`config.mk`:
```
export PLATFORM = sky130hd
export DESIGN_NAME = asc_sequencer
export DESIGN_NICKNAME = d
export VERILOG_FILES = /design/src/hdl/asc_pkg.sv /design/src/hdl/asc_clk_if.sv /design/src/hdl/asc_prescaler.sv /design/src/hdl/asc_sequencer.sv
export SDC_FILE = /design/constraint.sdc
export NUM_CORES = 1
export LEC_CHECK = 0
export BUFFER_PORTS_ARGS = -buffer_cell sky130_fd_sc_hd__buf_2
export CORE_AREA = 2 2 142 144
export DETAILED_ROUTE_END_ITERATION = 8
export DIE_AREA = 0 0 144 146
export GPL_ROUTABILITY_DRIVEN = 0
export SLEW_MARGIN = 20
export SYNTH_ARGS = -nofsm -noshare
export SYNTH_HDL_FRONTEND = slang
export SYNTH_SLANG_ARGS = --single-unit
```
`constraint.sdc`:
```
create_clock -name sys_clk -period 5.3 [get_ports sys_clk]
set_input_delay 1.06 -clock sys_clk [delete_from_list [all_inputs] [get_ports sys_clk]]
set_output_delay 1.06 -clock sys_clk [all_outputs]
set_load 0.005 [all_outputs]
```
`src/hdl/asc_pkg.sv`:
```
// constants for the converter sequence controller: register map, fields, resets, timing
// assumes a 32-bit apb slave on a single 125 MHz clock, asynchronous active-low reset
// Overview of operation
// - resolution bit: 0 is 8-bit, 1 is 10-bit
// - final sample lasts 2/4/8/16 converter clocks
// - bus clock divided by prescale+1, then by two
// - prescale field resets to 00001, divide by four
// - timing control write aborts running sequence immediately
// - timing or sequence control write starts sequence, clears flags
// - length bits give 4, 1 or 8 conversions
// - normal mode: nth result into register n-1
// - fifo mode: result index continues and wraps
// - scan off: one sequence, flag, then idle
// - scan on: flag each sequence, restart at once
// - single channel: all conversions on selected code
// - multi channel: code increments per conversion
// - special bit converts internal references, codes 100-110
// - channel code wraps from maximum to minimum
// - conversion flag n set when result stored
package asc_pkg;
   // ===========================================================
   // register byte addresses
   localparam logic [7:0] ASC_OFF_TIMING = 8'h00;
   localparam logic [7:0] ASC_OFF_SEQ = 8'h04;
   localparam logic [7:0] ASC_OFF_MODE = 8'h08;
   localparam logic [7:0] ASC_OFF_STATUS = 8'h0C;
   localparam logic [7:0] ASC_OFF_RESULT0 = 8'h20;
   localparam logic [7:0] ASC_OFF_RESULT7 = 8'h3C;
   // ===========================================================
   // timing control fields
   localparam int ASC_RES_BIT = 7;
   localparam int ASC_SMP_LSB = 5;
   localparam int ASC_PRS_LSB = 0;
   localparam logic [7:0] ASC_TIMING_RESET = 8'h01;
   // sequence control fields
   localparam int ASC_EIGHT_BIT = 6;
   localparam int ASC_SCAN_BIT = 5;
   localparam int ASC_MULTI_CHANNEL_BIT_BIT = 4;
   localparam int ASC_SPECIAL_BIT = 3;
   localparam int ASC_CODE_LSB = 0;
   localparam logic [7:0] ASC_SEQ_RESET = 8'h00;
   // mode control fields
   localparam int ASC_ONE_BIT = 0;
   localparam int ASC_FIFO_BIT = 1;
   localparam logic [7:0] ASC_MODE_RESET = 8'h00;
   // status fields
   localparam int ASC_STAT_SCF_BIT = 15;
   localparam int ASC_STAT_CNT_LSB = 8;
   // ===========================================================
   // timing counts in converter clock periods
   localparam logic [4:0] ASC_BUF_SAMPLE_CLKS = 5'h02;
   localparam logic [4:0] ASC_CONV_CLKS_8 = 5'h08;
   localparam logic [4:0] ASC_CONV_CLKS_10 = 5'h0A;
   localparam logic [4:0] ASC_FINAL_2 = 5'h02;
   localparam logic [4:0] ASC_FINAL_4 = 5'h04;
   localparam logic [4:0] ASC_FINAL_8 = 5'h08;
   localparam logic [4:0] ASC_FINAL_16 = 5'h10;
   // ===========================================================
   // sequencer states
   typedef enum logic [3:0] {
      ASC_IDLE = 4'h1,
      ASC_BUF = 4'h2,
      ASC_FINAL = 4'h4,
      ASC_CONV = 4'h8
   } asc_state_t;
endpackage

```
`src/hdl/asc_clk_if.sv`:
```
// carrier between the sequencer and its converter clock prescaler
// assumes both ends run on sys_clk
`timescale 1ns/1ns
`default_nettype none
interface asc_clk_if;
   logic [4:0] prescale;
   logic restart;
   logic ad_tick;
   modport ctrl (output prescale, output restart, input ad_tick);
   modport div (input prescale, input restart, output ad_tick);
endinterface
`default_nettype wire

```
`src/hdl/asc_prescaler.sv`:
```
// converter clock prescaler: emits one-cycle ticks at sys_clk / (2 * (prescale + 1))
// assumes prescale and restart come from logic on sys_clk
`timescale 1ns/1ns
`default_nettype none
module asc_prescaler
   import asc_pkg::*;
(
   input wire logic sys_clk,
   input wire logic reset_n,
   asc_clk_if.div clk_bus
);
   logic [4:0] mod_cnt;
   logic half;
   logic [4:0] next_mod_cnt;
   logic next_half;
   logic wrap;

   // ===========================================================
   // modulus counter then divide by two
   always_comb begin
      wrap = (mod_cnt == clk_bus.prescale);
      next_mod_cnt = wrap ? 5'h00 : mod_cnt + 5'h01;
      next_half = wrap ? ~half : half;
      // restart realigns the phase so a new setting applies at once
      if (clk_bus.restart) begin
         next_mod_cnt = 5'h00;
         next_half = 1'b0;
      end
   end

   always_ff @(posedge sys_clk or negedge reset_n) begin
      if (!reset_n) begin
         mod_cnt <= 5'h00;
         half <= 1'b0;
      end else begin
         mod_cnt <= next_mod_cnt;
         half <= next_half;
      end
   end

   // a tick on every second wrap gives the total divisor
   assign clk_bus.ad_tick = wrap & half & ~clk_bus.restart;
endmodule // asc_prescaler
`default_nettype wire

```
`src/hdl/asc_sequencer.sv`:
```
// converter sequence controller: apb registers, sequencing and result storage
// assumes the analog side follows the phase strobes and presents its result
// on adc_result_data by the end of the conversion phase
`timescale 1ns/1ns
`default_nettype none
module asc_sequencer
   import asc_pkg::*;
(
   input wire logic sys_clk,
   input wire logic reset_n,
   input wire logic psel,
   input wire logic penable,
   input wire logic pwrite,
   input wire logic [7:0] paddr,
   input wire logic [31:0] pwdata,
   output logic [31:0] prdata,
   output logic pready,
   output logic pslverr,
   input wire logic [9:0] adc_result_data,
   output logic ad_clk_tick,
   output logic sample_buffered,
   output logic sample_final,
   output logic convert_active,
   output logic convert_ten_bit,
   output logic special_channel_bit,
   output logic [2:0] channel_select,
   output logic sequence_busy
);
   import asc_pkg::*;

   // ===========================================================
   // helpers
   function automatic logic [4:0] final_clks(input logic [1:0] code);
      unique case (code)
         2'b00: final_clks = ASC_FINAL_2;
         2'b01: final_clks = ASC_FINAL_4;
         2'b10: final_clks = ASC_FINAL_8;
         2'b11: final_clks = ASC_FINAL_16;
      endcase
   endfunction

   function automatic logic mapped(input logic [7:0] addr);
      mapped = (addr == ASC_OFF_TIMING) || (addr == ASC_OFF_SEQ) ||
         (addr == ASC_OFF_MODE) || (addr == ASC_OFF_STATUS) ||
         ((addr >= ASC_OFF_RESULT0) && (addr <= ASC_OFF_RESULT7) && (addr[1:0] == 2'b00));
   endfunction

   // ===========================================================
   // state
   logic [7:0] timing_control;
   logic [7:0] sequence_control;
   logic [7:0] mode_control;
   logic [9:0] result_file [0:7];
   asc_state_t state;
   logic [4:0] phase_cnt;
   logic [2:0] seq_pos;
   logic [2:0] res_ptr;
   logic [2:0] cur_code;
   logic sequence_complete_flag;
   logic [7:0] conversion_complete_flags;
   logic [9:0] sync_a;
   logic [9:0] sync_b;
   logic [31:0] rd_data;
   logic [7:0] next_timing_control;
   logic [7:0] next_sequence_control;
   logic [7:0] next_mode_control;
   asc_state_t next_state;
   logic [4:0] next_phase_cnt;
   logic [2:0] next_seq_pos;
   logic [2:0] next_res_ptr;
   logic [2:0] next_cur_code;
   logic next_sequence_complete_flag;
   logic [7:0] next_conversion_complete_flags;
   logic [31:0] next_rd_data;
   logic store_en;
   logic setup;
   logic wr_access;
   logic wr_timing;
   logic wr_seq;
   logic start_seq;
   logic [2:0] last_pos;
   logic [4:0] conv_clks;
   logic tick;

   asc_clk_if clk_bus ();

   asc_prescaler u_prescaler (
      .sys_clk (sys_clk),
      .reset_n (reset_n),
      .clk_bus (clk_bus)
   );

   // ===========================================================
   // bus decode: zero wait states, read data captured in the setup cycle
   assign setup = psel & ~penable;
   assign wr_access = psel & penable & pwrite & mapped(paddr);
   assign wr_timing = wr_access && (paddr == ASC_OFF_TIMING);
   assign wr_seq = wr_access && (paddr == ASC_OFF_SEQ);
   assign start_seq = wr_timing | wr_seq;
   assign pready = psel & penable;
   assign pslverr = psel & penable & ~mapped(paddr);
   assign prdata = rd_data;

   // converter clock follows the newest timing value and restarts with a sequence
   assign clk_bus.prescale = timing_control[ASC_PRS_LSB +: 5];
   assign clk_bus.restart = start_seq;
   assign tick = clk_bus.ad_tick;

   // 8-bit needs fewer approximation steps
   assign conv_clks = timing_control[ASC_RES_BIT] ? ASC_CONV_CLKS_10 : ASC_CONV_CLKS_8;

   // sequence length coding, eight-length takes precedence
   always_comb begin
      if (sequence_control[ASC_EIGHT_BIT]) begin
         last_pos = 3'h7;
      end else if (mode_control[ASC_ONE_BIT]) begin
         last_pos = 3'h0;
      end else begin
         last_pos = 3'h3;
      end
   end

   // ===========================================================
   // register file next values
   always_comb begin
      next_timing_control = timing_control;
      next_sequence_control = sequence_control;
      next_mode_control = mode_control;
      next_rd_data = rd_data;
      if (wr_timing) begin
         next_timing_control = pwdata[7:0];
      end
      if (wr_seq) begin
         next_sequence_control = {1'b0, pwdata[6:0]};
      end
      if (wr_access && (paddr == ASC_OFF_MODE)) begin
         next_mode_control = {6'h00, pwdata[1:0]};
      end
      if (setup && !pwrite) begin
         next_rd_data = 32'h0000_0000;
         if (paddr == ASC_OFF_TIMING) begin
            next_rd_data[7:0] = timing_control;
         end else if (paddr == ASC_OFF_SEQ) begin
            next_rd_data[7:0] = sequence_control;
         end else if (paddr == ASC_OFF_MODE) begin
            next_rd_data[7:0] = mode_control;
         end else if (paddr == ASC_OFF_STATUS) begin
            next_rd_data[ASC_STAT_SCF_BIT] = sequence_complete_flag;
            next_rd_data[ASC_STAT_CNT_LSB +: 3] = res_ptr;
            next_rd_data[7:0] = conversion_complete_flags;
         end else if (mapped(paddr)) begin
            next_rd_data[9:0] = result_file[paddr[4:2]];
         end
      end
   end

   always_ff @(posedge sys_clk or negedge reset_n) begin
      if (!reset_n) begin
         timing_control <= ASC_TIMING_RESET;
         sequence_control <= ASC_SEQ_RESET;
         mode_control <= ASC_MODE_RESET;
         rd_data <= 32'h0000_0000;
      end else begin
         timing_control <= next_timing_control;
         sequence_control <= next_sequence_control;
         mode_control <= next_mode_control;
         rd_data <= next_rd_data;
      end
   end

   // ===========================================================
   // result data from the analog side crosses two flip-flops
   always_ff @(posedge sys_clk or negedge reset_n) begin
      if (!reset_n) begin
         sync_a <= 10'h000;
         sync_b <= 10'h000;
      end else begin
         sync_a <= adc_result_data;
         sync_b <= sync_a;
      end
   end

   // ===========================================================
   // sequencer next values
   always_comb begin
      next_state = state;
      next_phase_cnt = phase_cnt;
      next_seq_pos = seq_pos;
      next_res_ptr = res_ptr;
      next_cur_code = cur_code;
      next_sequence_complete_flag = sequence_complete_flag;
      next_conversion_complete_flags = conversion_complete_flags;
      store_en = 1'b0;
      if (start_seq) begin
         // a start aborts whatever runs; the abort wins over a finishing conversion
         next_state = ASC_BUF;
         next_phase_cnt = 5'h00;
         next_seq_pos = 3'h0;
         next_sequence_complete_flag = 1'b0;
         next_conversion_complete_flags = 8'h00;
         next_cur_code = wr_seq ? pwdata[ASC_CODE_LSB +: 3] : sequence_control[ASC_CODE_LSB +: 3];
         if (!mode_control[ASC_FIFO_BIT]) begin
            next_res_ptr = 3'h0;
         end
      end else if (tick) begin
         unique case (state)
            ASC_IDLE: begin
               next_phase_cnt = 5'h00;
            end
            ASC_BUF: begin
               next_phase_cnt = phase_cnt + 5'h01;
               if (phase_cnt == ASC_BUF_SAMPLE_CLKS - 5'h01) begin
                  next_phase_cnt = 5'h00;
                  next_state = ASC_FINAL;
               end
            end
            ASC_FINAL: begin
               next_phase_cnt = phase_cnt + 5'h01;
               if (phase_cnt == final_clks(timing_control[ASC_SMP_LSB +: 2]) - 5'h01) begin
                  next_phase_cnt = 5'h00;
                  next_state = ASC_CONV;
               end
            end
            ASC_CONV: begin
               next_phase_cnt = phase_cnt + 5'h01;
               if (phase_cnt == conv_clks - 5'h01) begin
                  // reserved special codes run the same timing, result as presented
                  store_en = 1'b1;
                  next_phase_cnt = 5'h00;
                  next_conversion_complete_flags[seq_pos] = 1'b1;
                  next_res_ptr = res_ptr + 3'h1;
                  if (sequence_control[ASC_MULTI_CHANNEL_BIT_BIT]) begin
                     next_cur_code = cur_code + 3'h1;
                  end
                  if (seq_pos == last_pos) begin
                     next_sequence_complete_flag = 1'b1;
                     next_seq_pos = 3'h0;
                     next_cur_code = sequence_control[ASC_CODE_LSB +: 3];
                     if (!mode_control[ASC_FIFO_BIT]) begin
                        next_res_ptr = 3'h0;
                     end
                     next_state = sequence_control[ASC_SCAN_BIT] ? ASC_BUF : ASC_IDLE;
                  end else begin
                     next_seq_pos = seq_pos + 3'h1;
                     next_state = ASC_BUF;
                  end
               end
            end
            default: begin
               next_state = ASC_IDLE;
            end
         endcase
      end
   end

   always_ff @(posedge sys_clk or negedge reset_n) begin
      if (!reset_n) begin
         state <= ASC_IDLE;
         phase_cnt <= 5'h00;
         seq_pos <= 3'h0;
         res_ptr <= 3'h0;
         cur_code <= 3'h0;
         sequence_complete_flag <= 1'b0;
         conversion_complete_flags <= 8'h00;
      end else begin
         state <= next_state;
         phase_cnt <= next_phase_cnt;
         seq_pos <= next_seq_pos;
         res_ptr <= next_res_ptr;
         cur_code <= next_cur_code;
         sequence_complete_flag <= next_sequence_complete_flag;
         conversion_complete_flags <= next_conversion_complete_flags;
      end
   end

   // result storage; 8-bit results sit in the low byte
   always_ff @(posedge sys_clk or negedge reset_n) begin
      if (!reset_n) begin
         for (int i = 0; i < 8; i++) begin
            result_file[i] <= 10'h000;
         end
      end else if (store_en) begin
         result_file[res_ptr] <= timing_control[ASC_RES_BIT] ? sync_b :
            {2'b00, sync_b[7:0]};
      end
   end

   // ===========================================================
   // analog side controls, all from flip-flops except the tick
   assign ad_clk_tick = tick;
   assign sample_buffered = (state == ASC_BUF);
   assign sample_final = (state == ASC_FINAL);
   assign convert_active = (state == ASC_CONV);
   assign convert_ten_bit = timing_control[ASC_RES_BIT];
   assign special_channel_bit = sequence_control[ASC_SPECIAL_BIT];
   assign channel_select = cur_code;
   assign sequence_busy = (state != ASC_IDLE);
endmodule // asc_sequencer
`default_nettype wire

```
# --- Word level (Yosys, flattened, before mapping) ---
# Cells that the tools add are included.
# W data, S select, Z words.
classes:
  addsub: 7
  n_lt_le_gt_ge: 7
  eq_ne: 21
  mux: 79
  n_bitwise: 15
  reduce_logical: 29
op_table:
  columns: ["operator", "n"]
  rows:
  - ["$bwmux W80", 1]
  - ["$mux W3", 23]
  - ["$mux W10", 6]
  - ["$mux W8", 7]
  - ["$mux W5", 10]
  - ["$pmux W5 S4", 2]
  - ["$bmux W10 S3", 1]
  - ["$demux W10 S3", 1]
  - ["$mux W4", 5]
  - ["$mux W1", 17]
  - ["$eq A8 B4 Y1 const B", 2]
  - ["$pmux W4 S4", 1]
  - ["$eq A5 B5 Y1", 3]
  - ["$reduce_and A4 Y1", 3]
  - ["$add A5 B1 Y5 const B", 2]
  - ["$reduce_bool A2 Y1", 5]
  - ["$add A3 B1 Y3 const B", 3]
  - ["$ne A3 B1 Y1 const B", 3]
  - ["$eq A8 B3 Y1 const B", 1]
  - ["$ge A4 B4 Y1 const B", 2]
  - ["$ge A8 B6 Y1 const B", 1]
  - ["$le A8 B6 Y1 const B", 1]
  - ["$logic_and A1 B1 Y1", 8]
  - ["$logic_not A8 Y1", 1]
  - ["other kinds (31)", 49]
totals:
  register_bits: 162
  out_inout_bits: 44

# --- Depth between registers and ports, before layout ---
logic_depth:
  depth_word: 18
  mapped_depth: 9
  ltp_nobuf: 7

# --- By module ---
# From an unflattened synthesis, not the netlist that was laid out.
hier_totals:
  cells_unflattened: 621
  area_unflattened_um2: 7803.7
by_module_without_submodules:
  columns: ["module", "n_inst", "cells_per_inst", "area_each_um2"]
  rows:
  - ["asc_sequencer", 1, 590, 7465.9]
  - ["asc_prescaler", 1, 31, 337.8]

# --- Least setup slack after synthesis ---
# Ideal clock, no wire load.
synth_path:
  path_kind: "input -> output"
  startpoint: "input paddr[4]"
  endpoint: "output ad_clk_tick"
  arrival_time_ps: 2102
  t_required_ps: 4240
  slack_ps: 2138
  stages: 7
  path_buffers: 2
  path_cell_list: "clkbuf_1 > inv_1 > o21ai_2 > nand2b_1 > buf_2 > nand2_1 > inv_1"
synth_between:
  elab_chain_len: 10
synth_rtl:
  columns: ["element", "line", "rtl"]
  rows:
  - ["start, declared", "asc_sequencer.sv:14", "input wire logic [7:0] paddr,"]
  - ["parallel branches: the longest is 7 deep, another holds $ge A8 B6 Y1", null, null]
  - ["$or A1 B1 Y1 (*)", "asc_sequencer.sv:99", "assign start_seq = wr_timing | wr_seq;"]
  - ["$not A1 Y1 (*)", "asc_prescaler.sv:42", "assign clk_bus.ad_tick = wrap & half & ~clk_bus.restart;"]
  - ["$and A1 B1 Y1 (*)", "asc_prescaler.sv:42", null]
  - ["end, declared", "asc_sequencer.sv:20", "output logic ad_clk_tick,"]
# Mark *: on every way between the ends.

# --- Final worst setup path ---
# Ends and elaborated chain as after synthesis.

==> qor.yml <==
postRouteAntennaNets: 0
cts.hold.buffers_added: 0
path_class: "in -> out"
place_ws_ps: 1369
cts_buffer_depth: 2
firstDrtPassIters: 4
layout_commonest_cell: "dfrtp_1"
cap_violations: 0
rsz0062_at_grt: "no"
fin_tns_setup_ps: 0
async_flop_share_pct: 100.0
clk_pin_slew_ps: 70
crit_fanout: 16
yosysUniqueCellTypes: 63
cts_tree: "built"
vias: 5152
clockPowerShare_pct: 41.6
grt_pass1_wl_um: 29060
synth.area.top_cells: "dfrtp_1 (52%), mux2_2 (13%), mux4_2 (6.1%), nor2_1 (2.4%), nand2_1 (2.0%)"
synth_seq_cells: 162
routed_wirelength_um: 18050
worstSetupStartpoint: "paddr[4]"
syn_to_final_growth_pct: 13.50
antenna_found_initial: 0
worstSkewPairLatency_ps: 430
cts_buffers: 17
slowest_delay_ps: 540
gr-usage-all-layers_pct: 18.00
yosysTopAreaCellShare_pct: 51.94
root_buffer: "clkbuf_16"
p_comb_share_pct: 12.7
drt_iter0_markers: 319
grt-ovfl-total: 0
core_area_um2: 19330
p_seq_share_pct: 45.7
dieArea_um2: 21020
hold_path.class: "reg -> reg"
drc_errors: 0
synth_ff_type: "dfrtp_1"
hold_viol_final: 0
ctsResizeCount: 0
peakVddDrop_mv: 0.2136
diodes: 0
fmax_ghz: 0.2542
synth_edf_count: 0
netlist_area_um2: 7709
nets: 749
htree_levels: 4
grt_start_max_net_pins: 83
finalCritPeriodShare_pct: 74.21
postCtsSetupRepairBufs: 0
dpl.hpwl_um: 12410
synthCells: 639
seq_area_frac_synth_pct: 52.62
p_per_area_nw_per_um2: 344.6
p_total_mw: 3.015
io_buffers: 54
yosysWarnings: 0
slew_headroom_pct: 42.94
synth_top_area_cell: "dfrtp_1"
die_h_um: 146
critPathLaunchType: "input pin"
rows: 51
crit_arrival_ps: 2870
fin_ws_ps: 1367
status: "completed"
cp_top_family: "simple AND/OR/NAND/NOR gates"
power_leakage_nw: 4.081
slew_violations: 0
switching_share_pct: 28.23
min_from: "sync_a[0]"
crit_buf_inv: 4
setup_violations: 0
wl_per_cell_um: 18.70
cp.required_ps: 4240
final_cell_mix: "dfrtp_1 (160), mux2_2 (88), buf_2 (53), nor2_1 (49), nand2_1 (42)"
die_x_um: 144
finalClockSkew_ps: 8.903
drive_gt1_share_pct: 30.86
internal_power_mw: 2.164
worstReg2RegStart: "timing_control[7]"
grt_pass1_vias: 5308
power_switching_mw: 0.8512
initial_utilization_pct: 39.87
fin_crit_ps: 3933
cp-end-kind: "output pin"
tightest_slew_ps: 844.0
worstPathCellList: "buf_2 -> inv_1 -> o21ai_2 -> nand2b_1 -> nand2_1 -> inv_1 -> buf_2"
ios: 99
clock_sinks: 162
viasPerCell: 5.339
syn_avg_cell_area_um2: 12.06
critPathSlowestCell: "nand2b_1"
n_fill_cell: 1758
==> layer usage <==
layer | share of wire [%] | track usage [%] | wire [µm]
met2 | 50 | 29.88 | 9049
met5 | 0 | 0 | 0
met3 | 4.3 | 3.685 | 777
met4 | 0.78 | 4.706 | 140
met1 | 45 | 24.07 | 8080
==> flip-flops by register name (all words and copies together) (netlist names) <==
signal / count
sequence_control: 7
u_prescaler.mod_cnt: 5
timing_control: 8
sequence_complete_flag: 1
result_file: 80
sync_a: 10
conversion_complete_flags: 8
phase_cnt: 5
channel_select: 3
sync_b: 10
prdata: 12
mode_control: 2
seq_pos: 3
state: 4
u_prescaler.half: 1
res_ptr: 3
==> cell usage after synthesis (5+ instances only) <==
cell and count:
mux2i_1 7, a21oi_1 23, mux2_2 88, o22ai_1 9, nand3_1 21, buf_4 20
a211oi_1 8, nor3_1 14, nor2_1 49, xnor2_1 7, a31oi_1 5, nand2_1 42
buf_2 9, clkbuf_1 17, and2_1 8, mux4_2 21, inv_1 14, o21ai_0 27
nor4_1 5, dfrtp_1 160, ha_1 6, nand2b_1 6
==> final timing paths <==
| kind | endpoint | slack [ps] | cells after the start |
|---|---|---|---|
| max | ad_clk_tick | 1370 | 7 |
| min | sync_b[0] | 350 | 0 |
| max reg2reg | result_file[25] | 2200 | 6 |
| min reg2reg | sync_b[0] | 350 | 0 |
| max in group asynchronous | result_file[55] | 3560 | 2 |
| min in group asynchronous | timing_control[7] | 670 | 1 |
==> power groups by stage <==
stage | registers (mW) | clock network [mW] | logic [mW]
6_report | 1.38 | 1.25 | 0.382
5_1_grt | 1.39 | 1.33 | 0.434
4_1_cts | 1.38 | 1.28 | 0.386
3_5_place_dp | 1.40 | 0 | 0.383
3_3_place_gp | 1.39 | 0 | 0.373
2_1_floorplan | 1.38 | 0 | 0.270
==> cell type report <==
type	count	area [µm²]	share of cell area [%]
Multi-Input combinational cell	431	3378	38.61
Sequential cell	162	4056	46.36
Tap cell	265	331.6	3.790
Clock inverter	13	165.2	1.888
Clock buffer	18	429.2	4.905
Inverter	14	52.55	0.6006
Timing Repair Buffer	62	336.6	3.847
==> metrics by stage <==
step                      utilization, %  hold WS, ps  cells  instance area [µm²]
after floorplan                        -        331.2    658                 7780
after global routing               45.25        360.5    965                 8750
final                              45.25        348.8    965                 8750
after global placement             42.15        332.8    934                 8150
after CTS                          45.23        350.7    965                 8745
after detailed placement           42.15        334.7    934                 8150
==> kinds of logic (layout without fill, tap and decap cells) <==
kind of cell	after synthesis	count (layout)	share of synthesized area, %
flip-flops	162	162	52.62
buffers and inverters	65	107	4.577
XOR/XNOR	10	10	1.136
multiplexers	117	117	20.05
adder cells (fa/ha/maj)	6	6	0.9738
AO/OA/AOI/OAI	97	97	7.937
AND/OR/NAND/NOR	181	181	12.66
other	1	20	0.04865
No activity file was read; power rests on OpenSTA's default activity.
